--- src/hw/path_mon_pkg.sv ---
// Purpose: Shared constants and types for the path parity and remote error monitor
// Assumes: 8-bit register port, one STS-1 SPE byte stream on mclk_i
// Notes:   Offsets are byte addresses on the register port
package path_mon_pkg;

	localparam logic [11:0] ADDR_CONTROL_0    = 12'h183;
	localparam logic [11:0] ADDR_IRQ_STATUS_0 = 12'h18b;
	localparam logic [11:0] ADDR_IRQ_ENABLE_0 = 12'h18f;
	localparam logic [11:0] ADDR_B3_COUNT     = 12'ha98;
	localparam logic [11:0] ADDR_REI_COUNT    = 12'ha9c;

	localparam int          CTRL_PARITY_MODE  = 0;
	localparam int          CTRL_REMOTE_MODE  = 1;
	localparam int          CTRL_DEFECT_KIND  = 2;
	localparam int          CTRL_CHECK_STUFF  = 3;
	localparam int          STAT_B3_ERROR     = 7;
	localparam int          REI_NIBBLE_LSB    = 4;

	localparam logic [3:0]  CONTROL_RESET     = 4'h2;
	localparam logic [7:0]  IRQ_ENABLE_RESET  = 8'h80;
	localparam logic [3:0]  REI_MAX_VALUE     = 4'h8;

	typedef struct packed {
		logic       valid;
		logic       start;
		logic       b3;
		logic       g1;
		logic [7:0] data;
	} spe_byte_t;

	typedef struct packed {
		logic       wr;
		logic       rd;
		logic [11:0] addr;
		logic [7:0] wdata;
	} reg_req_t;

	function automatic logic [3:0] ones_count(input logic [7:0] v);
		logic [3:0] n;
		n = 4'h0;
		for (int i = 0; i < 8; i++)
			n = n + {3'h0, v[i]};
		return n;
	endfunction

endpackage

--- src/hw/bip_check.sv ---
// Purpose: Even bit-interleaved parity over each SPE, checked against the next SPE's B3 byte
// Assumes: start marks the first byte of an SPE, b3 marks its B3 byte
// Notes:   The first SPE after reset has nothing to check against
`timescale 1ns/100ps
module bip_check
	import path_mon_pkg::*;
(
	input  wire logic      mclk_i,
	input  wire logic      rst_b_i,
	input  wire spe_byte_t spe_i,
	output logic           chk_o,
	output logic [7:0]     diff_o
);

	logic [7:0] acc_q;
	logic [7:0] acc_d;
	logic [7:0] prev_q;
	logic       prev_ok_q;
	logic       seen_q;
	logic       take_b3;

	assign acc_d   = spe_i.start ? spe_i.data : acc_q ^ spe_i.data;
	assign take_b3 = spe_i.valid && spe_i.b3 && prev_ok_q;

	always_ff @(posedge mclk_i or negedge rst_b_i)
	begin
		if (!rst_b_i)
		begin
			acc_q     <= 8'h00;
			prev_q    <= 8'h00;
			prev_ok_q <= 1'b0;
			seen_q    <= 1'b0;
			chk_o     <= 1'b0;
			diff_o    <= 8'h00;
		end
		else
		begin
			if (spe_i.valid)
				acc_q <= acc_d;
			if (spe_i.valid && spe_i.start)
			begin
				prev_q    <= acc_q;
				prev_ok_q <= seen_q;
				seen_q    <= 1'b1;
			end
			chk_o  <= take_b3;
			diff_o <= take_b3 ? (prev_q ^ spe_i.data) : 8'h00;
		end
	end

	chk_b3_compare : assert property (@(posedge mclk_i) disable iff (!rst_b_i)
		take_b3 |=> chk_o && diff_o == ($past(prev_q) ^ $past(spe_i.data)))
		else $error("B3 comparison result wrong");

	chk_parity_fold : assert property (@(posedge mclk_i) disable iff (!rst_b_i)
		(spe_i.valid && !spe_i.start) |=> acc_q == ($past(acc_q) ^ $past(spe_i.data)))
		else $error("Parity accumulator did not fold byte");

endmodule // bip_check

--- src/hw/path_error_monitor.sv ---
// Purpose: Receive path B3 parity and remote error monitor for one STS-1 SPE channel
// Assumes: SPE bytes arrive flagged by upstream logic on mclk_i
// Notes:   Counters clear when their first byte address is read
`timescale 1ns/100ps
module path_error_monitor
	import path_mon_pkg::*;
(
	input  wire logic        mclk_i,
	input  wire logic        rst_b_i,
	input  wire spe_byte_t   spe_i,
	input  wire reg_req_t    req_i,
	output logic [7:0]       rdata_o,
	output logic             int_b_o,
	output logic [3:0]       rei_tx_o,
	output logic             rei_tx_valid_o
);

	logic [3:0]  ctrl_q;
	logic [7:0]  status_q;
	logic [7:0]  irq_en_q;
	logic [31:0] b3_cnt_q;
	logic [31:0] rei_cnt_q;
	logic [31:0] b3_hold_q;
	logic [31:0] rei_hold_q;
	logic        chk;
	logic [7:0]  diff;

	logic        b3_err;
	logic [3:0]  bit_errs;
	logic [31:0] b3_add;
	logic [3:0]  rei_nib;
	logic        g1_take;
	logic [31:0] rei_add;
	logic        rd_status;
	logic        b3_clr;
	logic        rei_clr;
	logic [31:0] b3_base;
	logic [31:0] rei_base;
	logic [7:0]  status_d;
	logic [7:0]  rdata_d;
	logic [1:0]  byte_sel;
	logic        wr_ctrl;
	logic        wr_irq_en;
	logic [7:0]  status_set;

	bip_check u_bip (
		.mclk_i (mclk_i),
		.rst_b_i(rst_b_i),
		.spe_i  (spe_i),
		.chk_o  (chk),
		.diff_o (diff)
	);

	// Register port address decode
	function automatic logic rd_hit(input reg_req_t r, input logic [11:0] a);
		return r.rd && (r.addr == a);
	endfunction

	function automatic logic wr_hit(input reg_req_t r, input logic [11:0] a);
		return r.wr && (r.addr == a);
	endfunction

	assign bit_errs = ones_count(diff);
	assign b3_err   = chk && (diff != 8'h00);
	assign b3_add   = ctrl_q[CTRL_PARITY_MODE] ? {31'h0, b3_err} : {28'h0, bit_errs};

	assign rei_nib  = spe_i.data[REI_NIBBLE_LSB +: 4];
	assign g1_take  = spe_i.valid && spe_i.g1;
	assign rei_add  = !g1_take ? 32'h0 :
		ctrl_q[CTRL_REMOTE_MODE] ? {31'h0, rei_nib != 4'h0} :
		(rei_nib > REI_MAX_VALUE) ? 32'h0 : {28'h0, rei_nib};

	assign rd_status  = rd_hit(req_i, ADDR_IRQ_STATUS_0);
	assign b3_clr     = rd_hit(req_i, ADDR_B3_COUNT);
	assign rei_clr    = rd_hit(req_i, ADDR_REI_COUNT);
	assign wr_ctrl    = wr_hit(req_i, ADDR_CONTROL_0);
	assign wr_irq_en  = wr_hit(req_i, ADDR_IRQ_ENABLE_0);
	assign b3_base    = b3_clr ? 32'h0 : b3_cnt_q;
	assign rei_base   = rei_clr ? 32'h0 : rei_cnt_q;
	assign status_set = {7'h00, b3_err} << STAT_B3_ERROR;
	assign status_d   = (rd_status ? 8'h00 : status_q) | status_set;
	assign byte_sel  = req_i.addr[1:0];

	always_comb
	begin
		rdata_d = 8'h00;
		case (req_i.addr)
			ADDR_CONTROL_0:    rdata_d = {4'h0, ctrl_q};
			ADDR_IRQ_STATUS_0: rdata_d = status_q;
			ADDR_IRQ_ENABLE_0: rdata_d = irq_en_q;
			ADDR_B3_COUNT:     rdata_d = b3_cnt_q[31:24];
			ADDR_REI_COUNT:    rdata_d = rei_cnt_q[31:24];
			default:
			begin
				if (req_i.addr[11:2] == ADDR_B3_COUNT[11:2])
					rdata_d = b3_hold_q[8 * (3 - byte_sel) +: 8];
				else if (req_i.addr[11:2] == ADDR_REI_COUNT[11:2])
					rdata_d = rei_hold_q[8 * (3 - byte_sel) +: 8];
			end
		endcase
	end

	always_ff @(posedge mclk_i or negedge rst_b_i)
	begin
		if (!rst_b_i)
		begin
			ctrl_q         <= CONTROL_RESET;
			status_q       <= 8'h00;
			irq_en_q       <= IRQ_ENABLE_RESET;
			b3_cnt_q       <= 32'h0;
			rei_cnt_q      <= 32'h0;
			b3_hold_q      <= 32'h0;
			rei_hold_q     <= 32'h0;
			rdata_o        <= 8'h00;
			int_b_o        <= 1'b1;
			rei_tx_o       <= 4'h0;
			rei_tx_valid_o <= 1'b0;
		end
		else
		begin
			if (wr_ctrl)
				ctrl_q <= req_i.wdata[3:0];
			if (wr_irq_en)
				irq_en_q <= req_i.wdata;
			if (b3_clr)
				b3_hold_q <= b3_cnt_q;
			if (rei_clr)
				rei_hold_q <= rei_cnt_q;
			status_q       <= status_d;
			b3_cnt_q       <= b3_base + b3_add;
			rei_cnt_q      <= rei_base + rei_add;
			rdata_o        <= req_i.rd ? rdata_d : 8'h00;
			int_b_o        <= ~|(status_d & irq_en_q);
			rei_tx_valid_o <= chk;
			if (chk)
				rei_tx_o <= ctrl_q[CTRL_PARITY_MODE] ? {3'h0, b3_err} : bit_errs;
		end
	end

	chk_rei_value_add : assert property (@(posedge mclk_i) disable iff (!rst_b_i)
		(g1_take && !ctrl_q[CTRL_REMOTE_MODE] && !rei_clr && rei_nib <= REI_MAX_VALUE)
		|=> rei_cnt_q == $past(rei_cnt_q) + {28'h0, $past(rei_nib)})
		else $error("Remote counter did not add nibble value");

	chk_rei_spe_add : assert property (@(posedge mclk_i) disable iff (!rst_b_i)
		(g1_take && ctrl_q[CTRL_REMOTE_MODE] && !rei_clr && rei_nib != 4'h0)
		|=> rei_cnt_q == $past(rei_cnt_q) + 32'h1)
		else $error("Remote counter did not add one per SPE");

	chk_b3_spe_add : assert property (@(posedge mclk_i) disable iff (!rst_b_i)
		(b3_err && ctrl_q[CTRL_PARITY_MODE] && !b3_clr) |=> b3_cnt_q == $past(b3_cnt_q) + 32'h1)
		else $error("B3 counter did not add one per erred SPE");

	chk_b3_bit_add : assert property (@(posedge mclk_i) disable iff (!rst_b_i)
		(chk && !ctrl_q[CTRL_PARITY_MODE] && !b3_clr)
		|=> b3_cnt_q == $past(b3_cnt_q) + {28'h0, ones_count($past(diff))})
		else $error("B3 counter did not add bit errors");

	chk_tx_spe_mode : assert property (@(posedge mclk_i) disable iff (!rst_b_i)
		(chk && ctrl_q[CTRL_PARITY_MODE]) |=> rei_tx_valid_o && rei_tx_o == {3'h0, $past(b3_err)})
		else $error("Outgoing remote value wrong in per-SPE mode");

	chk_tx_bit_mode : assert property (@(posedge mclk_i) disable iff (!rst_b_i)
		(chk && !ctrl_q[CTRL_PARITY_MODE]) |=> rei_tx_valid_o && rei_tx_o == ones_count($past(diff)))
		else $error("Outgoing remote value wrong in per-bit mode");

	chk_b3_irq_set : assert property (@(posedge mclk_i) disable iff (!rst_b_i)
		b3_err |=> status_q[STAT_B3_ERROR] && (int_b_o == !irq_en_q[STAT_B3_ERROR] || $past(req_i.wr)))
		else $error("B3 error did not raise status and interrupt");

	chk_count_snapshot : assert property (@(posedge mclk_i) disable iff (!rst_b_i)
		b3_clr |=> b3_hold_q == $past(b3_cnt_q) && rdata_o == $past(b3_cnt_q[31:24]))
		else $error("B3 count snapshot wrong");

	chk_irq_release : assert property (@(posedge mclk_i) disable iff (!rst_b_i)
		(rd_status && !b3_err) |=> status_q == 8'h00 && int_b_o)
		else $error("Interrupt not released after status read");

	chk_rei_over_range : assert property (@(posedge mclk_i) disable iff (!rst_b_i)
		(g1_take && !ctrl_q[CTRL_REMOTE_MODE] && !rei_clr && rei_nib > REI_MAX_VALUE)
		|=> rei_cnt_q == $past(rei_cnt_q))
		else $error("Remote counter took an out of range nibble");

	chk_rei_zero_skip : assert property (@(posedge mclk_i) disable iff (!rst_b_i)
		(g1_take && ctrl_q[CTRL_REMOTE_MODE] && !rei_clr && rei_nib == 4'h0)
		|=> rei_cnt_q == $past(rei_cnt_q))
		else $error("Remote counter moved on a clean SPE");

	chk_rei_snapshot : assert property (@(posedge mclk_i) disable iff (!rst_b_i)
		rei_clr |=> rei_hold_q == $past(rei_cnt_q) && rdata_o == $past(rei_cnt_q[31:24]))
		else $error("Remote count snapshot wrong");

	chk_status_hold : assert property (@(posedge mclk_i) disable iff (!rst_b_i)
		(!rd_status && !b3_err) |=> status_q == $past(status_q))
		else $error("Status changed without event or read");

	chk_tx_hold : assert property (@(posedge mclk_i) disable iff (!rst_b_i)
		!chk |=> !rei_tx_valid_o && rei_tx_o == $past(rei_tx_o))
		else $error("Outgoing remote value moved without a check");

	chk_rdata_idle : assert property (@(posedge mclk_i) disable iff (!rst_b_i)
		!req_i.rd |=> rdata_o == 8'h00)
		else $error("Read data not idle without a read");

	cov_b3_error : cover property (@(posedge mclk_i) disable iff (!rst_b_i) b3_err);
	cov_rei_add  : cover property (@(posedge mclk_i) disable iff (!rst_b_i) g1_take && rei_nib != 4'h0);
	cov_clear    : cover property (@(posedge mclk_i) disable iff (!rst_b_i) b3_clr && b3_err);
	cov_spe_err  : cover property (@(posedge mclk_i) disable iff (!rst_b_i) b3_err && ctrl_q[CTRL_PARITY_MODE]);
	cov_rei_over : cover property (@(posedge mclk_i) disable iff (!rst_b_i) g1_take && rei_nib > REI_MAX_VALUE);

endmodule // path_error_monitor

--- config.mk ---
export PLATFORM = sky130hd
export DESIGN_NAME = path_error_monitor
export DESIGN_NICKNAME = d
export VERILOG_FILES = /design/src/hw/path_mon_pkg.sv /design/src/hw/bip_check.sv /design/src/hw/path_error_monitor.sv
export SDC_FILE = /design/constraint.sdc
export NUM_CORES = 1
export LEC_CHECK = 0
export ABC_AREA = 1
export ABC_CLOCK_PERIOD_IN_PS = 10650
export BUFFER_PORTS_ARGS = -buffer_cell sky130_fd_sc_hd__buf_2
export CAP_MARGIN = 20
export CORE_ASPECT_RATIO = 1.25
export CORE_MARGIN = 3
export CORE_UTILIZATION = 25
export CTS_CLUSTER_DIAMETER = 80
export DETAILED_ROUTE_END_ITERATION = 6
export PLACE_DENSITY = 0.39
export SYNTH_ARGS = -nofsm -noshare
export SYNTH_HDL_FRONTEND = slang
export SYNTH_SLANG_ARGS = --single-unit
export TNS_END_PERCENT = 10
--- constraint.sdc ---
create_clock -name mclk_i -period 10.65 [get_ports mclk_i]
set_input_delay 2.13 -clock mclk_i [delete_from_list [all_inputs] [get_ports mclk_i]]
set_output_delay 2.13 -clock mclk_i [all_outputs]
set_load 0.005 [all_outputs]
# Word level (Yosys, flattened, before mapping)
# Cells that the tools add are included.
[totals]
ff_bits = 189
inputBits = 36
output_inout_bits = 14
[op_classes]
bitwise = 4
n_addsub = 10
shifts = 2
n_reduce_logical = 14
mux = 14
n_lt_le_gt_ge = 1
n_eq_ne = 7
[op_table]
columns = ["cell", "count"]
rows = [
  ["variable part select 32 x 33 -> 8 bit", 2],
  ["adder 32 x 4 -> 32 bit", 2],
  ["two-way mux 32 bit", 2],
  ["two-way mux 8 bit", 6],
  ["one-hot mux 8 bit (5 select lines)", 1],
  ["== test 12 x 9 -> 1 bit (second input constant)", 3],
  ["== test 12 bit (second input constant)", 2],
  ["== test 10 bit (second input constant)", 2],
  ["two-way mux 4 bit", 5],
  ["adder 4 x 1 -> 4 bit", 4],
  ["bitwise XOR 8 bit", 2],
  ["logical AND 1 bit", 10],
  ["AND 8 bit", 1],
  ["OR 8 bit", 1],
  ["nonzero test 8 bit", 1],
  ["OR reduction 8 bit", 1],
  ["adder 3 x 1 -> 4 bit", 1],
  ["> comparator 4 bit (second input constant)", 1],
  ["nonzero test 4 bit", 1],
  ["adder 2 x 1 -> 3 bit", 1],
  ["subtractor 2 x 2 -> 3 bit (first input constant)", 1],
  ["adder 1 x 1 -> 2 bit", 1],
  ["zero test 1 bit", 1],
]

# Longest topological paths before layout
# Gate-level depths: netlist of the first run.
[logic_depth]
ltp_word = 9
depth_mapped = 24

# By module
# Synthesis of the first run repeated with hierarchy kept, for this count alone.
[hier_totals]
hier_cells = 1336
hier_area_um2 = 10282.4
[by_module_without_submodules]
columns = ["mod", "cells_per_inst", "n_inst", "area_per_inst_um2"]
rows = [
  ["path_error_monitor", 1208, 1, 9083.7],
  ["bip_check", 128, 1, 1198.6],
]

# Least setup slack after synthesis of the first run
# Ideal clock, no wire load.
[synth_path]
path_kind = "input -> register"
from = "in req_i[8] (netlist name)"
to = "reg b3_cnt_q[22]"
path_stages = 23
setup_time_ps = 117
slack_ps = 5787
arrival_ps = 4746
path_cell_list = "buf_4 -> inv_2 -> nand2_1 -> nor2_2 -> nand4_4 -> buf_4 -> inv_2 -> buf_4 -> buf_4 -> nor2_1 -> ha_1 -> inv_1 -> fa_1 -> nor2_1 -> nor2_1 -> nor2_1 -> nand3_1 -> nor2_2 -> nand2_2 -> nor2_2 -> nand2_1 -> nand2_1 -> nand2_1"
[synth_between]
elab_chain_cells = 4
[synth_rtl]
columns = ["element", "line", "source"]
rows = [
  ["start: declaration", "path_error_monitor.sv:11", "input wire reg_req_t req_i,"],
  ["== test 12 bit", "path_error_monitor.sv:56", "return r.rd && (r.addr == a);"],
  ["logical AND 1 bit", "path_error_monitor.sv:56", ""],
  ["two-way mux 32 bit", "path_error_monitor.sv:78", "assign b3_base = b3_clr ? 32'h0 : b3_cnt_q;"],
  ["adder 32 x 4 -> 32 bit", "path_error_monitor.sv:130", "b3_cnt_q <= b3_base + b3_add;"],
  ["end signal: assignment", "path_error_monitor.sv:130", ""],
  ["end: declaration", "path_error_monitor.sv:21", "logic [31:0] b3_cnt_q;"],
]
# Every way passes these cells.
# A chain may end at the register's enable or synchronous reset.

# Final worst setup path of the first run
[layout_path]
from = "in req_i[8] (netlist name)"
to = "reg b3_cnt_q[23]"
# Same word-level chain as after synthesis.

==> results.ini, run 1 <==
[setup_path]
critPathMaxFanout = 35
cp.arrival_ns = 6.01
required_ns = 10.99
reg2reg_depth = 21
worst_setup_path_start_kind = input pin
r2r-end = b3_cnt_q[22]
cpLargestDelayFamily = simple AND/OR/NAND/NOR gates
cp_common_cell = nand2_1
cp-end-kind = register
max_stage_delay_ns = 0.58
path_class = in -> reg
cp_cell_sequence = buf_2, inv_2, nand2_1, nor2_2, nand4_4, inv_2, nor2_1, ha_1, nand3_1, nand3_1, nand2_1, nand2_1, nand3_1, nor2_2, nand2_1, nor2_2, nand2_1, nand2_1, nand2_1
cp_slowest_cell = inv_2
r2r-start = u_bip.diff_o[1]
path_buf_inv = 3
ff2ff_setup_slack_ns = 5.97

[worst_hold_path]
whs_endpoint = u_bip.seen_q
holdPathStages = 2
min_path_type = reg -> reg
hp-start = u_bip.seen_q

[yosys]
synth.most_common_cell = nand2_1
synthTopCellsByCount = 378 x nand2_1, 187 x nor2_1, 186 x dfrtp_1
ys_ff_latch = 189
synth_area_per_cell_um2 = 7.77
ys.flop_type = dfrtp_1
synth.top_cell.area_share_pct = 45.9
synth-async-reset-ratio_pct = 100
synth.area.top_cells = dfrtp_1 46%, nand2_1 14%, nor2_1 6.9%
synth_fp_nets = 1358
yosys.area.top_type = dfrtp_1
ys_seq_area_share_pct = 46.7
yosys.cell_types.count = 34
syn_area_mm2 = 0.0101
synth_edf_count = 0
netlist_instances = 1304
yosys_warnings = 0

[floorplan]
core_area_mm2 = 0.0395
initial_core_util_pct = 25.6
io_pins = 50
rows = 81
die_h_um = 231
die_x_um = 186
dieArea_mm2 = 0.0430

[clocking]
cts.hold.buffers_added = 0
clk_latency_ns = 0.45
cts-buffers-inserted = 17
cts.repair.resized = 0
htree_levels = 4
cts_max_path_buffers = 2
postCtsSetupRepairBufs = 0
cts.sinks = 189
clk_pin_slew_ns = 0.07
clockRootBuffer = clkbuf_16
cts_tree = yes

[timing]
max_freq_ghz = 0.176
slew_viol_final = 0
fin_worst_skew_ns = 0.0148
fin_crit_sh_pct = 53.3
tightest_slew_ns = 1.00
tns_ns = 0
rsz0062_at_grt = false
relSlewSlack_pct = 33.1
setup_viol = 0
hold_violations = 0
layout_min_cycle_time_ns = 5.67

[route]
drt_iter0_drc = 479
wl_per_cell_um = 15.7
dr.pass1.iters = 5
via_per_inst = 4.42
vias = 8157
detail-route-antenna-nets = 0
drc = 0
routed_wl_mm = 29.0

[global_routing]
grt_pass1_wl_mm = 46.6
antenna_found_initial = 0
grt_pass1_vias = 8299
grt_max_degree = 118
gr-total-overflow = 0
grtUsageTotal_pct = 14.0

[cells_and_area]
multi_input_comb_area_mm2 = 0.00465
nFillCells = 4298
fin_area_mm2 = 0.0114
drive_gt1_share_pct = 11.3
final_nets = 1390
regArea_mm2 = 0.00473
antennaDiodeCount = 0
syn_to_final_growth_pct = 12.7

[power_and_ir_drop]
ir_drop_mv = 0.119
power_density_mw_per_mm2 = 150
p_leak_nw = 5.55

[placed_design]
port_buffers = 49
placed_cell_area_mm2 = 0.0108
gp_congestion = 0.835
dpl.hpwl_mm = 21.4

[flow_run]
maxCapViolCount = 0

[outcome]
status = completed

## per-stage QoR
step	power, W	worst slack (ns)	util (%)	std cells	hold slack [ns]
after floorplan	0.000980	5.79	-	1304	0.420
after global placement	0.00105	4.63	27.3	1815	0.432
after detailed placement	0.00106	4.52	27.3	1815	0.446
after CTS	0.00175	5.01	28.9	1847	0.464
after global routing	0.00181	4.48	28.9	1847	0.480
final	0.00171	4.98	28.9	1847	0.457
## worst max-delay path by stage
stage	start	endpoint	slack (ns)	cells past startpoint
floorplan	req_i[8]	b3_cnt_q[22]	5.79	23
global placement	req_i[8]	b3_cnt_q[23]	4.63	19
detailed placement	req_i[8]	b3_cnt_q[22]	4.52	19
CTS	req_i[8]	b3_cnt_q[23]	5.01	19
global route	req_i[8]	b3_cnt_q[22]	4.48	19
finish	req_i[8]	b3_cnt_q[23]	4.98	19
## final cells by class
| cell class | instances | share of cell area (%) |
|---|---|---|
| Clock buffer | 19 | 3.88 |
| Multi-Input combinational cell | 936 | 40.7 |
| Sequential cell | 189 | 41.5 |
| Clock inverter | 13 | 1.45 |
| Timing Repair Buffer | 53 | 2.49 |
| Tap cell | 498 | 5.46 |
| Inverter | 139 | 4.57 |
## flip-flops by register name, summed over array words and instances, names as in the netlist
signal,flops
rei_tx_o,4
rei_tx_valid_o,1
b3_cnt_q,32
b3_hold_q,32
u_bip.diff_o,8
rei_hold_q,32
rei_cnt_q,32
irq_en_q,8
u_bip.prev_ok_q,1
u_bip.chk_o,1
rdata_o,8
ctrl_q,4
u_bip.prev_q,8
u_bip.acc_q,8
int_b_o,1
status_q,8
u_bip.seen_q,1
## worst reg2reg max path: stages, from the launching register on
cell and delay [ns]:
dfrtp_1 0.37, inv_1 0.08, fa_1 0.52, fa_1 0.43
fa_1 0.49, inv_1 0.04, ha_1 0.19, inv_1 0.07
fa_1 0.41, nor2_1 0.14, inv_1 0.10, fa_1 0.47
nor2_1 0.13, nor2_1 0.10, nor2_1 0.10, nand3_1 0.17
nor2_2 0.30, nand2_2 0.12, nor2_2 0.18, nand2_1 0.07
nand2_1 0.06, nand2_1 0.05
## cell usage in the layout, fill, tap and decap left out, drive strengths merged, types with 11 or more instances in the layout
cell and instances:
a21oi 12, buf 52, clkbuf 20, dfrtp 186
ha 12, inv 141, mux2 15, nand2 383
nand3 97, nand3b 17, nand4 11, nor2 215
o21ai 89, o22ai 12, xnor2 28, xor2 20
## layer usage
metal	part of all wire, %	vias to the layer above	GRT usage [%]
li1	-	4180	-
met1	46	3872	18.0
met2	50	76	24.2
met3	1.7	29	1.82
met4	2.3	0	4.96
met5	0	-	0
## where the power goes
group | switching [W] | internal, W | leakage, nW
registers | 0.0000363 | 0.000775 | 2.40
clock network | 0.000301 | 0.000377 | 0.286
logic | 0.000133 | 0.0000916 | 2.86
total | 0.000470 | 0.00124 | 5.55
## kinds of logic after synthesis
group	after synthesis	synth area share [%]
AO/OA/AOI/OAI	123	6.57
XOR/XNOR	48	4.15
adder cells (fa/ha/maj)	18	2.67
buffers and inverters	179	7.42
flip-flops	189	46.7
multiplexers	15	1.67
AND/OR/NAND/NOR	732	30.8
Power figures use the tool's default switching activity.
==> run 2: changes to the inputs <==
--- a/config.mk
+++ b/config.mk
@@ -6,7 +6,7 @@
 export NUM_CORES = 1
 export LEC_CHECK = 0
 export ABC_AREA = 1
-export ABC_CLOCK_PERIOD_IN_PS = 10650
+export ABC_CLOCK_PERIOD_IN_PS = 5400
 export BUFFER_PORTS_ARGS = -buffer_cell sky130_fd_sc_hd__buf_2
 export CAP_MARGIN = 20
 export CORE_ASPECT_RATIO = 1.25
==> constraint.sdc (replaced) <==
create_clock -name mclk_i -period 5.4 [get_ports mclk_i]
set_input_delay 1.08 -clock mclk_i [delete_from_list [all_inputs] [get_ports mclk_i]]
set_output_delay 1.08 -clock mclk_i [all_outputs]
set_load 0.005 [all_outputs]
==> run 2 against run 1 <==
Sequential cell count did not move. Sequential share of layout area fell by 0.091 points. Via count rose by 1.1%. Largest cell class unchanged. Die area did not move. Final cell count rose by 0.32%. Combinational power rose by 100%. Critical path depth rose by 2. Sequential power rose by 97%. Largest power group unchanged. Non-clock buffer count rose by 5. Clock power rose by 90%. Worst hold slack got worse by 0.0046 ns. Critical endpoint is now b3_cnt_q[22]. Clock skew fell by 0.0038 ns.
==> results.ini, run 2 (synthesized netlist as in run 1, its figures left out) <==
[setup_path]
worst_setup_path_start_kind = register
ff2ff_setup_slack_ns = 0.81  ; -5.16 ns
reg2reg_depth = 21  ; unchanged
max_stage_delay_ns = 0.55  ; -0.03 ns
critPathMaxFanout = 5  ; -86%
r2r-end = b3_cnt_q[22]
startpoint = u_bip.diff_o[0]
cp_slowest_cell = fa_1
path_buf_inv = 4  ; +1
cp_cell_sequence = inv_1, fa_1, fa_1, fa_1, inv_1, ha_1, inv_1, fa_1, nor2_1, inv_1, fa_1, nor2_1, nor2_1, nor2_1, nand3_1, nor2_2, nand2_2, nor2_2, nand2_1, nand2_1, nand2_1
cp_common_cell = fa_1
r2r-start = u_bip.diff_o[0]
path_depth = 21  ; +2
cp.arrival_ns = 4.94  ; -1.07 ns
path_class = reg -> reg
cpLargestDelayFamily = adder cells
required_ns = 5.74  ; -5.25 ns
cp-end-kind = register

[clocking]
clk_pin_slew_ns = 0.08  ; about the same
cts_max_path_buffers = 2  ; unchanged
clk_latency_ns = 0.45  ; about the same
cts.hold.buffers_added = 0  ; unchanged
clockRootBuffer = clkbuf_16
cts.repair.resized = 0  ; unchanged
cts.sinks = 189  ; unchanged
cts-buffers-inserted = 17  ; unchanged
htree_levels = 4  ; unchanged
cts_tree = yes
postCtsSetupRepairBufs = 0  ; unchanged

[power_and_ir_drop]
intPower_w = 0.00236  ; +90%
switching_share_pct = 29.5  ; +2.1 points
ir_drop_mv = 0.228  ; +91%
power_frac_clock_pct = 38.6  ; -1.0 points
switchingPower_w = 0.000989  ; +110%
p_leak_nw = 5.56  ; +0.21%
combPwrFrac_pct = 13.5  ; +0.4 points
seqPwrFrac_pct = 47.8  ; +0.5 points
power_density_mw_per_mm2 = 293  ; +95%

[outcome]
status = completed

[worst_hold_path]
hp-start = u_bip.seen_q
min_path_type = reg -> reg
whs_endpoint = u_bip.seen_q
holdPathStages = 2  ; unchanged

[floorplan]
rows = 81  ; unchanged
io_pins = 50  ; unchanged
core_area_mm2 = 0.0395  ; unchanged
die_h_um = 231  ; unchanged
die_x_um = 186  ; unchanged
dieArea_mm2 = 0.0430  ; unchanged
initial_core_util_pct = 25.6  ; unchanged

[route]
vias = 8248  ; +1.1%
via_per_inst = 4.45  ; +0.79%
wl_per_cell_um = 15.9  ; +1.3%
drc = 0  ; unchanged
routed_wl_mm = 29.5  ; +1.6%
drt_iter0_drc = 416  ; -13%
detail-route-antenna-nets = 0  ; unchanged
dr.pass1.iters = 5  ; unchanged

[timing]
fin_worst_skew_ns = 0.0111  ; -0.00376 ns
fin_crit_sh_pct = 85.1
setup_viol = 0  ; unchanged
hold_violations = 0  ; unchanged
rsz0062_at_grt = false
tightest_slew_ns = 0.935  ; -0.0682 ns
layout_min_cycle_time_ns = 4.59
slew_viol_final = 0  ; unchanged
tns_ns = 0  ; unchanged
max_freq_ghz = 0.218
relSlewSlack_pct = 37.7  ; +4.5 points
holdWs_ns = 0.453  ; -0.00455 ns

[global_routing]
grtUsageTotal_pct = 14.3  ; +0.30 points
grt_pass1_wl_mm = 47.6  ; +2.0%
grt_max_degree = 107  ; -9.3%
gr-total-overflow = 0  ; unchanged
grt_pass1_vias = 8402  ; +1.2%
antenna_found_initial = 1  ; +1

[flow_run]
maxCapViolCount = 0  ; unchanged

[cells_and_area]
syn_to_final_growth_pct = 12.9
nFillCells = 4359  ; +1.4%
drive_gt1_share_pct = 11.7  ; +0.40 points
regArea_mm2 = 0.00473  ; unchanged
layout_common_cells = 378 x nand2_1, 187 x nor2_1, 186 x dfrtp_1, 127 x inv_1, 92 x nand3_1
final_nets = 1395  ; +0.36%
layout_commonest_cell = nand2_1
multi_input_comb_area_mm2 = 0.00465  ; unchanged

[placed_design]
port_buffers = 49  ; unchanged
dpl.hpwl_mm = 21.5  ; +0.50%
gp_congestion = 0.817  ; -2.1%

==> run 2: worst max-delay path by stage <==
stage / slack, ns / end
2_1_floorplan: 1.14 / b3_cnt_q[22]
3_3_place_gp: 0.81 / b3_cnt_q[22]
3_5_place_dp: 0.79 / b3_cnt_q[22]
4_1_cts: 0.78 / b3_cnt_q[22]
5_1_grt: 0.45 / b3_cnt_q[22]
6_report: 0.81 / b3_cnt_q[22]
==> run 2: metrics by stage <==
stage	util [%]	total power [W]	setup WS [ns]	instances	instance area, um2
floorplan	-	0.00193	1.14	1304	10100
global placement	27.5	0.00209	0.810	1820	10900
detailed placement	27.5	0.00210	0.790	1820	10900
CTS	28.9	0.00342	0.780	1852	11400
global route	28.9	0.00355	0.455	1852	11400
finish	28.9	0.00335	0.806	1853	11400
==> run 2: final cells by class <==
class,instances,share of cell area (%)
clock inverters,15,1.36
flip-flops and latches,189,41.4
well taps,498,5.45
clock buffers,17,3.72
inverters,139,4.56
multi-input cells,936,40.6
diodes,1,0.0219
repair buffers,58,2.92
==> run 2: power by group through the flow <==
stage	Sequential, W	Combinational (W)	Clock (W)
after CTS	0.00160	0.000469	0.00135
after global routing	0.00162	0.000532	0.00140
after floorplan	0.00161	0.000323	0
final	0.00160	0.000454	0.00129
after global placement	0.00163	0.000460	0
after detailed placement	0.00163	0.000466	0
==> run 2: per-layer routing <==
metal  share of wire [%]  up-vias  global-route usage, %
li1                    -     4195                      -
met1                  45     3931                   18.5
met2                  51       93                   24.9
met3                 1.9       29                   1.96
met4                 1.7        0                   4.28
met5                   0        -                      0
==> run 2: worst register-to-register path: cells and delay by family, from the launching register on <==
family / cells / cell delay [ns]
buffers and inverters: 4 / 0.27
flip-flops: 1 / 0.33
AND/OR/NAND/NOR: 11 / 1.37
adder cells (fa/ha/maj): 6 / 2.53
==> run 3: changes to the inputs <==
--- a/config.mk
+++ b/config.mk
@@ -7,14 +7,16 @@
 export LEC_CHECK = 0
 export ABC_AREA = 1
 export ABC_CLOCK_PERIOD_IN_PS = 5400
-export BUFFER_PORTS_ARGS = -buffer_cell sky130_fd_sc_hd__buf_2
 export CAP_MARGIN = 20
 export CORE_ASPECT_RATIO = 1.25
 export CORE_MARGIN = 3
 export CORE_UTILIZATION = 25
 export CTS_CLUSTER_DIAMETER = 80
 export DETAILED_ROUTE_END_ITERATION = 6
-export PLACE_DENSITY = 0.39
+export DONT_BUFFER_PORTS = 1
+export GPL_ROUTABILITY_DRIVEN = 0
+export PLACE_DENSITY = 0.38
+export SLEW_MARGIN = 25
 export SYNTH_ARGS = -nofsm -noshare
 export SYNTH_HDL_FRONTEND = slang
 export SYNTH_SLANG_ARGS = --single-unit
==> run 3 against run 2 <==
Clock power rose by 3%. Combinational power down 15%. Critical path type unchanged. First-iteration DRC count down 5.0%. Clock-buffer cell count up 1. Utilization decreased by 0.66 points. Sequential power about the same. Power shrank 0.70%. Design area is 2.3% lower.
==> results.ini, run 3 (synthesized netlist as in run 1, its figures left out) <==
[timing]
relSlewSlack_pct = 51.4  ; +14 points
rsz0062_at_grt = false
tightest_slew_ns = 0.721  ; -0.213 ns
setup_ws_ns = 0.787  ; -0.0187 ns
setup_viol = 0  ; unchanged
tns_ns = 0  ; unchanged
max_freq_ghz = 0.217  ; -0.41%
layout_min_cycle_time_ns = 4.61  ; +0.0187 ns
fin_worst_skew_ns = 0.0122  ; +0.00116 ns
hold_violations = 0  ; unchanged
fin_crit_sh_pct = 85.4  ; +0.35 points
slew_viol_final = 0  ; unchanged

[cells_and_area]
antennaDiodeCount = 0  ; -1
layout_commonest_cell = nand2_1
final_nets = 1345  ; -3.6%
nFillCells = 4310  ; -1.1%
finalNonFillerCells = 1802  ; -2.8%
syn_to_final_growth_pct = 10.4
drive_gt1_share_pct = 8.28  ; -3.4 points
layout_common_cells = 378 x nand2_1, 187 x nor2_1, 186 x dfrtp_1, 127 x inv_1, 92 x nand3_1

[floorplan]
die_h_um = 231  ; unchanged
rows = 81  ; unchanged
dieArea_mm2 = 0.0430  ; unchanged
die_x_um = 186  ; unchanged
io_pins = 50  ; unchanged
core_area_mm2 = 0.0395  ; unchanged
initial_core_util_pct = 25.6  ; unchanged

[setup_path]
critPathMaxFanout = 5  ; unchanged
ff2ff_setup_slack_ns = 0.79  ; -0.02 ns
max_stage_delay_ns = 0.56  ; about the same
worst_setup_path_start_kind = register
cp.arrival_ns = 4.96  ; +0.02 ns
cp_slowest_cell = fa_1
required_ns = 5.74  ; about the same
cp-end-kind = register
cp_cell_sequence = inv_1, fa_1, fa_1, fa_1, inv_1, ha_1, inv_1, fa_1, nor2_1, inv_1, fa_1, nor2_1, nor2_1, nor2_1, nand3_1, nor2_2, nand2_2, nor2_2, nand2_1, nand2_1, nand2_1
cp_common_cell = fa_1
path_class = reg -> reg

[route]
drc = 0  ; unchanged
detail-route-antenna-nets = 0  ; unchanged
routed_wl_mm = 29.8  ; +0.98%
via_per_inst = 4.47  ; +0.39%
wl_per_cell_um = 16.5  ; +3.8%
vias = 8052  ; -2.4%
drt_iter0_drc = 395  ; -5.0%
dr.pass1.iters = 5  ; unchanged

[clocking]
htree_levels = 4  ; unchanged
clk_latency_ns = 0.46  ; about the same
clk_pin_slew_ns = 0.07  ; about the same
clockRootBuffer = clkbuf_16
cts.sinks = 189  ; unchanged
postCtsSetupRepairBufs = 0  ; unchanged
cts_tree = yes
cts_max_path_buffers = 2  ; unchanged
cts.repair.resized = 0  ; unchanged
cts-buffers-inserted = 17  ; unchanged
cts.hold.buffers_added = 0  ; unchanged

[placed_design]
port_buffers = 0  ; -100%
preCtsSetupSlack_ns = 0.725  ; -0.0646 ns
post-place-cells = 1770  ; -2.7%
dpl.hpwl_mm = 21.4  ; -0.35%

[global_routing]
grt_pass1_vias = 8219  ; -2.2%
grt_max_degree = 190  ; +78%
grt_pass1_wl_mm = 47.3  ; -0.67%
gr-total-overflow = 0  ; unchanged
grtUsageTotal_pct = 14.4  ; +0.057 points
antenna_found_initial = 0  ; -1

[power_and_ir_drop]
total_power_w = 0.00333  ; -0.70%
power_density_mw_per_mm2 = 298  ; +1.6%
ir_drop_mv = 0.238  ; +4.3%
p_leak_nw = 5.36  ; -3.6%

[worst_hold_path]
min_path_type = in -> async

[flow_run]
maxCapViolCount = 0  ; unchanged

[outcome]
status = completed

## run 3: cell types whose count changed in the layout (fill, tap and decap cells not counted)
cell	change
clkinv_4	+2
buf_2	-48
inv_8	-1
buf_12	-1
clkinvlp_4	-3
bufinv_16	+1
diode_2	-1
clkinv_2	+1
clkinv_8	-1
## run 3: final timing paths
check,start,to,cells after the start
setup / recovery,u_bip.diff_o[0],b3_cnt_q[22],21
hold / removal,rst_b_i,rei_tx_valid_o,0
setup reg to reg,u_bip.diff_o[0],b3_cnt_q[22],21
hold reg to reg,u_bip.seen_q,u_bip.seen_q,2
max in group asynchronous,rst_b_i,rdata_o[2],0
min in group mclk_i,u_bip.seen_q,u_bip.seen_q,2
## run 3: layer usage
metal / global-route usage, % / up-vias / wire length, um / part of all wire, %
met3: 1.99 / 33 / 503 / 1.7
met1: 18.0 / 3857 / 13300 / 45
met2: 25.2 / 68 / 15300 / 51
li1: - / 4094 / - / -
met5: 0 / - / 0 / 0
met4: 5.10 / 0 / 725 / 2.4
## run 3: power by group
group          internal, W  switching, W  leakage (nW)
logic             0.000170      0.000218          2.67
registers          0.00153     0.0000792          2.40
clock network     0.000705      0.000627         0.290
total              0.00240      0.000925          5.36
## run 3: area by class of cell
type / count / area, um2 / share of cell area (%)
Tap cell: 498 / 623 / 5.57
Inverter: 139 / 522 / 4.67
Multi-Input combinational cell: 936 / 4650 / 41.6
Sequential cell: 189 / 4730 / 42.3
Timing Repair Buffer: 8 / 60.1 / 0.537
Clock inverter: 14 / 158 / 1.41
Clock buffer: 18 / 439 / 3.93
## run 3: metrics by stage
step	util (%)	hold WS, ns	cell area, um2
2_1_floorplan	-	0.420	10100
3_3_place_gp	26.8	0.431	10600
3_5_place_dp	26.8	0.437	10600
4_1_cts	28.3	0.299	11200
5_1_grt	28.3	0.299	11200
6_report	28.3	0.330	11200
## run 3: worst max-delay path, delay by kind of cell, from the launching register on
kind / cells / cell delay [ns]
fa+ha+maj: 6 / 2.52
flops: 1 / 0.33
simple gates: 11 / 1.41
buf+inv: 4 / 0.27
